$ cat config.mk
export PLATFORM = sky130hd
export DESIGN_NAME = srw_supervisor
export DESIGN_NICKNAME = d
export VERILOG_FILES = /design/src/inc/srw_pkg.sv /design/src/verilog/srw_debounce.sv /design/src/verilog/srw_supervisor.sv
export VERILOG_INCLUDE_DIRS = /design/src /design/src/inc
export SDC_FILE = /design/constraint.sdc
export NUM_CORES = 1
export LEC_CHECK = 0
export BUFFER_PORTS_ARGS = -buffer_cell sky130_fd_sc_hd__buf_4
export CAP_MARGIN = 5
export CORE_MARGIN = 4
export CORE_UTILIZATION = 55
export DETAILED_ROUTE_END_ITERATION = 6
export PLACE_DENSITY = 0.72
export SKIP_LAST_GASP = 1
export SYNTH_ARGS = -nofsm -noshare
export SYNTH_HDL_FRONTEND = slang
export SYNTH_SLANG_ARGS = --single-unit
$ cat constraint.sdc
create_clock -name ref_clk -period 3.2 [get_ports ref_clk]
set_clock_uncertainty 0.05 [all_clocks]
set_input_delay 0.16 -clock ref_clk [delete_from_list [all_inputs] [get_ports ref_clk]]
set_output_delay 0.16 -clock ref_clk [all_outputs]
set_load 0.05 [all_outputs]
$ cat src/inc/srw_params.svh
// Timing constants and reset values for the supervisor reset/watchdog block.
// Assumes a single 50 MHz reference clock.
`ifndef SRW_PARAMS_SVH
`define SRW_PARAMS_SVH

// ****************************************************************
// Clock
// ****************************************************************
`define SRW_CLK_HZ          50000000
// ****************************************************************
// Times in their own units and derived cycle counts
// ****************************************************************
`define SRW_RESET_TIMEOUT_MS 200
// Divide first: the plain product does not fit in a 32-bit int
`define SRW_RESET_CYCLES     (`SRW_RESET_TIMEOUT_MS * (`SRW_CLK_HZ / 1000))
`define SRW_WDOG_PERIOD_MS   1600
`define SRW_WDOG_CYCLES      (`SRW_WDOG_PERIOD_MS * (`SRW_CLK_HZ / 1000))
`define SRW_DEBOUNCE_US      5
`define SRW_DEBOUNCE_CYCLES  (`SRW_DEBOUNCE_US * (`SRW_CLK_HZ / 1000000))
// ****************************************************************
// Reset values
// ****************************************************************
`define SRW_BUTTON_RST_VAL   1'b1

`endif

$ cat src/inc/srw_pkg.sv
// Types shared by the supervisor reset/watchdog design files.
// Assumes nothing beyond a SystemVerilog compiler.
`default_nettype none
package srw_pkg;
  typedef enum logic [1:0] {
    SRW_RUN     = 2'b00,
    SRW_HOLD    = 2'b01,
    SRW_TIMEOUT = 2'b10
  } srw_state_t;
endpackage
`default_nettype wire

$ cat src/verilog/srw_debounce.sv
// Debouncer for the push-button reset input.
// Assumes the input is synchronous to ref_clk; idles high (pull-up inside).
`default_nettype none
`include "srw_params.svh"
module srw_debounce #(
  parameter int STABLE_CYCLES = `SRW_DEBOUNCE_CYCLES
) (
  // Clock and reset
  input  wire logic ref_clk,
  input  wire logic rst,
  // Raw and filtered level
  input  wire logic raw_in,
  output var  logic clean_q
);
  localparam int CW = $clog2(STABLE_CYCLES + 1);

  logic [CW-1:0] cnt_q;
  logic [CW-1:0] cnt_d;
  logic          clean_d;

  always_comb begin
    cnt_d   = '0;
    clean_d = clean_q;
    if (raw_in != clean_q) begin
      if (cnt_q == CW'(STABLE_CYCLES - 1)) begin
        clean_d = raw_in;
      end else begin
        cnt_d = cnt_q + 1'b1;
      end
    end
  end

  always_ff @(posedge ref_clk or posedge rst) begin
    if (rst) begin
      cnt_q   <= '0;
      clean_q <= `SRW_BUTTON_RST_VAL;
    end else begin
      cnt_q   <= cnt_d;
      clean_q <= clean_d;
    end
  end

  bounce_filter_a: assert property (@(posedge ref_clk) disable iff (rst)
    (clean_q != $past(clean_q)) |-> $past(raw_in) == clean_q &&
    (STABLE_CYCLES < 2 || $past(raw_in, 2) == clean_q))
    else $error("debounced level changed without raw level");
endmodule
`default_nettype wire

$ cat src/verilog/srw_supervisor.sv
// Supervisor core: combines low supply, push button, forced reset pin and
// watchdog into complementary resets with a stretched release; gates writes.
// Assumes all inputs synchronous to ref_clk; pad pull-ups/downs modelled here.
//
// Behaviour
// - Both reset outputs are active whenever low supply is indicated.
// - After supply recovers, resets stay active for the 200 ms timeout.
// - A high write-protect input blocks every array write; low allows them.
// - An unconnected write-protect input reads low, so writes are allowed.
// - No watchdog activity for 1.6 s drives the resets active.
// - Without a kick pin the watchdog watches serial data, else the kick input.
// - Any edge on the kick input restarts the period; the controller toggles it.
// - A low push-button input enters reset.
// - Resets hold while the button is low and for the timeout after release.
// - The button input is debounced before it acts.
// - An unconnected button input reads high, so no reset is requested.
// - Outside logic pulling the active-low reset pin low starts reset; the pin is ignored while we drive it, so reset ends after the timeout.
// - Writes are blocked while supply is low, including before first power-good.
`default_nettype none
`include "srw_params.svh"
module srw_supervisor #(
  parameter bit HAS_KICK_PIN   = 1'b1,
  parameter int RESET_CYCLES   = `SRW_RESET_CYCLES,
  parameter int WDOG_CYCLES    = `SRW_WDOG_CYCLES,
  parameter int DEBOUNCE_CYCLES = `SRW_DEBOUNCE_CYCLES
) (
  // Clock and reset
  input  wire logic ref_clk,
  input  wire logic rst,
  // Supply monitor
  input  wire logic supply_low,
  // Push button, pad connection flag (0 = floating)
  input  wire logic push_button_reset_n,
  input  wire logic push_button_connected,
  // Write protect, pad connection flag (0 = floating)
  input  wire logic write_protect,
  input  wire logic write_protect_connected,
  // Watchdog sources
  input  wire logic watchdog_kick_in,
  input  wire logic serial_data_in,
  // Active-low reset pin (open drain) and active-high reset output
  input  wire logic reset_pin_n_in,
  output var  logic reset_pin_n_out,
  output var  logic reset_pin_n_oe,
  output var  logic reset_out,
  // Memory write gate
  output var  logic write_inhibit
);
  localparam int TW = $clog2(RESET_CYCLES + 1);
  localparam int WW = $clog2(WDOG_CYCLES + 1);

  // ****************************************************************
  // Pad defaults and debounce
  // ****************************************************************
  logic button_level;
  logic button_clean_q;
  logic wp_level;

  assign button_level = push_button_connected ? push_button_reset_n : 1'b1;
  assign wp_level = write_protect_connected ? write_protect : 1'b0;

  srw_debounce #(
    .STABLE_CYCLES (DEBOUNCE_CYCLES)
  ) u_debounce (
    .ref_clk (ref_clk),
    .rst     (rst),
    .raw_in  (button_level),
    .clean_q (button_clean_q)
  );

  // ****************************************************************
  // Watchdog activity detect
  // ****************************************************************
  logic wd_src;
  logic wd_src_q;
  logic wd_edge;

  assign wd_src = HAS_KICK_PIN ? watchdog_kick_in : serial_data_in;
  assign wd_edge = wd_src ^ wd_src_q;

  // Reset to the idle level of the watched line: serial data idles high, so no false edge at release
  always_ff @(posedge ref_clk or posedge rst) begin
    if (rst) begin
      wd_src_q <= ~HAS_KICK_PIN;
    end else begin
      wd_src_q <= wd_src;
    end
  end

  // ****************************************************************
  // Reset sequencer
  // ****************************************************************
  srw_pkg::srw_state_t state_q;
  srw_pkg::srw_state_t state_d;
  logic [TW-1:0]       tmo_q;
  logic [TW-1:0]       tmo_d;
  logic [WW-1:0]       wd_q;
  logic [WW-1:0]       wd_d;
  logic                wd_expired;
  logic                ext_pin_low;
  logic                cause;
  logic                rst_act_d;
  logic                rst_act_q;
  logic                wi_d;
  logic                wi_q;

  // Pin low while we are not driving it means someone outside holds it
  assign ext_pin_low = ~reset_pin_n_in & ~rst_act_q;
  assign wd_expired  = (wd_q == WW'(WDOG_CYCLES - 1));
  assign cause = supply_low | ~button_clean_q | ext_pin_low;

  always_comb begin
    state_d   = state_q;
    tmo_d     = tmo_q;
    wd_d      = wd_q;
    rst_act_d = rst_act_q;
    case (state_q)
      srw_pkg::SRW_RUN: begin
        wd_d = wd_edge ? '0 : wd_q + 1'b1;
        if (cause || wd_expired) begin
          state_d   = srw_pkg::SRW_HOLD;
          rst_act_d = 1'b1;
          wd_d      = '0;
        end
      end
      srw_pkg::SRW_HOLD: begin
        wd_d  = '0;
        tmo_d = '0;
        if (!cause) begin
          state_d = srw_pkg::SRW_TIMEOUT;
        end
      end
      srw_pkg::SRW_TIMEOUT: begin
        wd_d = '0;
        if (cause) begin
          state_d = srw_pkg::SRW_HOLD;
        end else if (tmo_q == TW'(RESET_CYCLES - 1)) begin
          state_d   = srw_pkg::SRW_RUN;
          rst_act_d = 1'b0;
          tmo_d     = '0;
        end else begin
          tmo_d = tmo_q + 1'b1;
        end
      end
      default: begin
        state_d   = srw_pkg::SRW_HOLD;
        rst_act_d = 1'b1;
      end
    endcase
  end

  // Start in hold: the block must not release reset until supply was seen good
  always_ff @(posedge ref_clk or posedge rst) begin
    if (rst) begin
      state_q   <= srw_pkg::SRW_HOLD;
      tmo_q     <= '0;
      wd_q      <= '0;
      rst_act_q <= 1'b1;
    end else begin
      state_q   <= state_d;
      tmo_q     <= tmo_d;
      wd_q      <= wd_d;
      rst_act_q <= rst_act_d;
    end
  end

  // ****************************************************************
  // Outputs
  // ****************************************************************
  // write gate
  always_comb begin
    wi_d = wp_level | supply_low;
  end

  always_ff @(posedge ref_clk or posedge rst) begin
    if (rst) begin
      wi_q <= 1'b1;
    end else begin
      wi_q <= wi_d;
    end
  end

  assign reset_pin_n_out = 1'b0;
  assign reset_pin_n_oe  = rst_act_q;
  assign reset_out       = rst_act_q;
  assign write_inhibit   = wi_q;

  // ****************************************************************
  // Checks
  // ****************************************************************
  supply_low_reset_a: assert property (@(posedge ref_clk) disable iff (rst)
    supply_low |=> ##1 reset_out)
    else $error("low supply did not assert reset");

  release_stretch_a: assert property (@(posedge ref_clk) disable iff (rst)
    $fell(reset_out) |-> $past(state_q) == srw_pkg::SRW_TIMEOUT && $past(tmo_q) == TW'(RESET_CYCLES - 1))
    else $error("reset released before full timeout");

  wp_blocks_write_a: assert property (@(posedge ref_clk) disable iff (rst)
    wp_level |=> write_inhibit)
    else $error("write protect did not inhibit writes");

  wp_allows_write_a: assert property (@(posedge ref_clk) disable iff (rst)
    (!wp_level && !supply_low) |=> !write_inhibit)
    else $error("writes blocked without cause");

  wdog_expiry_a: assert property (@(posedge ref_clk) disable iff (rst)
    (state_q == srw_pkg::SRW_RUN && wd_expired) |=> reset_out)
    else $error("watchdog expiry did not reset");

  wdog_restart_a: assert property (@(posedge ref_clk) disable iff (rst)
    (state_q == srw_pkg::SRW_RUN && wd_edge && !cause && !wd_expired) |=> wd_q == '0)
    else $error("watchdog edge did not restart period");

  button_reset_a: assert property (@(posedge ref_clk) disable iff (rst)
    !button_clean_q |=> ##1 reset_out)
    else $error("button press did not reset");

  pin_forced_a: assert property (@(posedge ref_clk) disable iff (rst)
    ext_pin_low |=> reset_out)
    else $error("forced reset pin not honoured");

  wdog_held_a: assert property (@(posedge ref_clk) disable iff (rst)
    reset_out |-> wd_q == '0)
    else $error("watchdog ran during reset");

  complement_a: assert property (@(posedge ref_clk) disable iff (rst)
    reset_pin_n_oe == reset_out && !reset_pin_n_out)
    else $error("reset outputs not complementary");
endmodule
`default_nettype wire

# After elaboration in Yosys (flattened, before gate mapping)
# Index checks and enable logic that the tools add are counted.
[totals]
wordCells = 59
output_inout_bits = 4
in_bits = 10
ff_bits = 65
[classes]
n_bitwise = 9
eq_ne = 11
muxes = 19
n_addsub = 3
reduce_logical = 9
[ops]
columns = ["op", "n"]
rows = [
  ["$mux W27", 2],
  ["$pmux W27 S2", 1],
  ["$mux W24", 2],
  ["$pmux W24 S2", 1],
  ["$add A27 B1 Y27 const B", 1],
  ["$eq A27 B27 Y1 const B", 1],
  ["$add A24 B1 Y24 const B", 1],
  ["$eq A24 B24 Y1 const B", 1],
  ["$mux W8", 2],
  ["$add A8 B1 Y8 const B", 1],
  ["$eq A8 B8 Y1 const B", 1],
  ["$mux W2", 4],
  ["$ne A2 B2 Y1 const B", 4],
  ["$pmux W2 S3", 1],
  ["$mux W1", 5],
  ["$not A1 Y1", 4],
  ["$reduce_and A2 Y1", 2],
  ["$reduce_and A4 Y1", 1],
  ["$reduce_bool A2 Y1", 2],
  ["$ne A3 B3 Y1 const B", 1],
  ["$or A1 B1 Y1", 3],
  ["$pmux W1 S3", 1],
  ["$reduce_and A3 Y1", 1],
  ["$eq A2 B1 Y1 const B", 1],
  ["7 further kinds", 7],
]

# Logic depth before layout (Yosys ltp)
[logic_depth]
depth_word = 6
depth_mapped = 8
ltp_nobuf = 6

# By module
# From an unflattened synthesis, not the netlist that was laid out.
[hier_totals]
cells_unflattened = 378
hier_area_um2 = 3535.9
[modules_own_cells]
columns = ["mod", "area_per_inst_um2", "seq_area_each_um2", "instances", "cells_per_inst"]
rows = [
  ["srw_supervisor", 3085.5, 1405.1, 1, 334],
  ["srw_debounce", 450.4, 226.5, 1, 44],
]

# Least setup slack after synthesis
# OpenSTA, ideal clock, no wires.
[synth_path]
kind = "register -> register"
start = "register state_q[0]"
end = "register wd_q[0]"
slack_ns = 0.985
arrival_time_ns = 2.101
stages_incl_launch_ff = 9
path_buffers = 2
period_less_slack_ns = 2.215
required_ns = 3.086
setup_ns = 0.064
path_cell_list = "dfstp_2 > inv_1 > ha_1 > clkbuf_8 > nor4_1 > a21boi_1 > buf_2 > nor3b_1 > a21o_1"
[synth_between]
elab_chain_len = 3
elab_cells_between_ends = 6
cone_classes = "2 x eq/ne; 1 x mux; 3 x reduce/logical"
[synth_lines]
columns = ["element", "line_no", "rtl"]
rows = [
  ["start: declaration", "srw_supervisor.sv:93", "srw_pkg::srw_state_t state_q;"],
  ["start signal: assignment", "srw_supervisor.sv:155", "state_q <= srw_pkg::SRW_HOLD;"],
  ["start signal: assignment", "srw_supervisor.sv:160", "state_q <= state_d;"],
  ["$eq A2 B2 Y1 or $eq A2 B1 Y1 (tied branches)", "srw_supervisor.sv:117", "case (state_q)"],
  ["$reduce_or A2 Y1 (no line)", "--", ""],
  ["$pmux W27 S2 or $reduce_bool A2 Y1 (tied branches)", "--", ""],
  ["end signal: assignment", "srw_supervisor.sv:162", "wd_q <= wd_d;"],
  ["end: declaration", "srw_supervisor.sv:97", "logic [WW-1:0] wd_q;"],
]
# Several ways; a longest one is shown, not always the timed one.
# A chain may end at the register's enable or synchronous reset.

# Final worst setup path
[layout_path]
start = "register wd_q[0]"
end = "register wd_q[24]"
[layout_between]
elab_chain_len = 4
elab_cells_between_ends = 6
cone_classes = "1 x add/sub; 1 x eq/ne; 3 x mux; 1 x reduce/logical"
[layout_lines]
columns = ["element", "line_no", "rtl"]
rows = [
  ["$add A27 B1 Y27 or $eq A27 B27 Y1 (tied branches)", "srw_supervisor.sv:119, srw_supervisor.sv:109", ""],
  ["$mux W27 or $logic_or A1 B1 Y1 (tied branches)", "srw_supervisor.sv:119, srw_supervisor.sv:120", ""],
  ["$mux W27 (*)", "srw_supervisor.sv:120", "if (cause || wd_expired) begin"],
  ["$pmux W27 S2 (*)", "srw_supervisor.sv:117", ""],
]
# Mark *: on every way between the ends. The rest lies on a longest branch, timed or not.

==> reports/results.txt <==
Worst EP required - 3.37 ns
status - completed
port bufs - 11
Max Slew Vio Count - 0
Sw Ratio - 0.279
pre-CTS WS - 0.753 ns
area leader, netlist - dfrtp_1
core area - 0.00639 mm2
Pre-antenna DRT Iters - 4
Final Cycle Share - 0.774
CTS Buf Count - 9
cells along the critical path - ha_1 -> nand3_1 -> nor4bb_1 -> nand4_1 -> xor2_1 -> nor2_1
final hold vios - 0
Relative slew margins - 0.231
Die Y - 89.3 um
Overflow after GRT - 0
crit path launch type - flop
Clock Pin Slew Worst Setup and Hold Paths - 0.07 ns
CP arrival - 2.65 ns
CTS tree - built
Die Wd - 89.3 um
layout cells sized above 1 - 0.149
fin cells - 474
Int Pwr - 1.51 mW
dominant cells by area after synthesis - dfrtp_1 42%, nor2_1 5.0%, xor2_1 4.8%
EDFF count, synth - 0
Final Core Density - 0.631
Worst-Margin Slew - 1.14 ns
final setup margin - 0.722 ns
Seq pwr share - 0.418
setup TNS - 0 ns
clk buf depth - 2
Syn Inst Count - 377
Iter 0 DRT Violations - 106
met3 WL - 243 um
ys async rst share - 1.00
slowest cell delay on critical path - 1.02 ns
cell family with most CP delay - simple AND/OR/NAND/NOR gates
Critical-path top delay cell - nor4bb_1
cell with the most instances after synthesis - dfrtp_1
power after layout - 2.10 mW
Switch Pwr - 586 uW
yosys warns - 0
Layout area overhead - 10.8%
Die ar. - 0.00797 mm2
worst path buffer plus inverter count - 0
Nets - 411
dpl cell area - 0.00375 mm2
Tmin final - 2.48 ns
max-capacitance violation count - 0
CP Max Fanout - 7
Ant. Diodes - 0
critical path endpoint category - flop
Starting Density - 0.569
Avg Cell Area, Syn - 9.64 um2
Syn Nets - 396
Seq/Total Area, Yosys - 0.449
Clk pwr share - 0.407
CP Class - reg2reg
CP Depth - 6
routability cong. - 0.812
Leak - 1.69 nW
Hold Crit Class - in2async
WL met1 - 3320 um
clk root buf - clkbuf_8
Cell Area, Synth - 0.00363 mm2
CTS H-tree depth - 3
via/cell ratio - 5.78
Peak VDD IR - 303 uV
Finished Cell Area - 0.00403 mm2
GRT Total Usage - 0.195
Routed wire per std cell - 14.2 um
Register-to-Register Path Depth - 6
FILL cells - 527
Vias - 2740
vias in the first global route - 2635
RSZ-0062 raised after global routing - no
# resized after CTS - 0
later-pin clock latency in the skew report - 0.34 ns
Pwr per Cell Area - 521 mW/mm2
initial antenna violation count - 0
prevailing post-synth register cell - dfrtp_1
fmax - 403 MHz
Residual DRC - 0
Placed Cells - 455
Synth top cells by count - 61 x dfrtp_1, 48 x nor2_1, 30 x nand2_1, 22 x nand3_1, 20 x xor2_1
Ports - 14
setup violators final - 0
Netlist cell types - 63
met2 routed WL - 3090 um
flop and latch count out of synthesis - 65
pin count of the biggest net entering global routing - 50
first-pass GRT wire length - 12000 um
site row count - 29
dpl hpwl - 4580 um
Synth top area share - 0.420
Final ANT Viol Nets - 0
Comb power frac - 0.175
clock sink count - 65
uppermost layer routed - met4
Hold WS - 0.0194 ns
final WL - 6740 um
registers in the layout, summed over array words and instances, names as in the netlist:
signal and cells:
reset_out 1, state_q 2, tmo_q 24, u_debounce.clean_q 1, u_debounce.cnt_q 8, wd_q 27
wd_src_q 1, write_inhibit 1
cell usage in the layout, fill, tap and decap left out, drive strengths merged, types with 2 or more instances in the layout:
| cell type | n |
|---|---|
| dfrtp | 61 |
| xor2 | 20 |
| nor4 | 5 |
| nand3 | 22 |
| nor4b | 2 |
| dlygate4sd3 | 3 |
| buf | 16 |
| nor3 | 4 |
| ha | 9 |
| clkbuf | 11 |
| and3 | 5 |
| or2 | 7 |
| nand3b | 2 |
| o41ai | 2 |
| inv | 12 |
| or4b | 4 |
| o21ai | 16 |
| a21oi | 16 |
| bufinv | 3 |
| or4 | 6 |
| nand4 | 18 |
| dfstp | 4 |
| nor2b | 2 |
| mux2 | 2 |
| xnor2 | 11 |
| a31oi | 2 |
| o31ai | 7 |
| a22o | 5 |
| nor4bb | 2 |
| nand2 | 30 |
| and2 | 3 |
| and4 | 3 |
| nor2 | 49 |
| or3 | 8 |
| a21o | 7 |
| o2bb2ai | 2 |
| nand2b | 3 |
cell families after synthesis:
group                      share of synthesized area
other                                        0.00103
AOI/OAI and AO/OA                              0.125
DFF                                            0.449
muxes                                        0.00620
xor gates and xnor gates                      0.0747
adders and majority gates                     0.0310
buffers and inverters                         0.0392
and+or+nand+nor                                0.274
final cells by class:
class	instances	area, um2	area share
clock inverter	5	103	0.0255
tap	77	96.3	0.0239
multi-input combinational	285	1860	0.462
clock buffer	11	141	0.0351
timing repair buffer	19	150	0.0373
inverter	12	45.0	0.0112
sequential	65	1630	0.405
what timing repair did:
action	4_1_cts	5_1_grt
hold buffers	3	0
setup buffers	0	0
hold endpoints to repair	2	0
per-layer routing:
| metal | up-vias | track usage |
|---|---|---|
| met5 | - | 0 |
| met4 | 0 | 0.0785 |
| met3 | 5 | 0.0507 |
| met2 | 38 | 0.287 |
| met1 | 1325 | 0.274 |
| li1 | 1372 | - |
path summary, 6_finish.rpt:
path	from	endpoint	slack, ns
max	wd_q[0]	wd_q[24]	0.72
min	rst	wd_q[15]	0.02
max reg2reg	wd_q[0]	wd_q[24]	0.72
min reg2reg	u_debounce.cnt_q[0]	u_debounce.cnt_q[0]	0.45
max in group asynchronous	rst	tmo_q[17]	2.36
min in group ref_clk	push_button_reset_n	u_debounce.clean_q	0.16
power groups by stage:
stage	clock [mW]	sequential, mW	combinational [mW]
5_1_grt	0.918	0.881	0.416
4_1_cts	0.875	0.876	0.369
3_3_place_gp	0	0.891	0.362
3_5_place_dp	0	0.892	0.365
6_report	0.853	0.876	0.367
2_1_floorplan	0	0.890	0.295
Note: power is estimated with default switching activity, not from simulation.
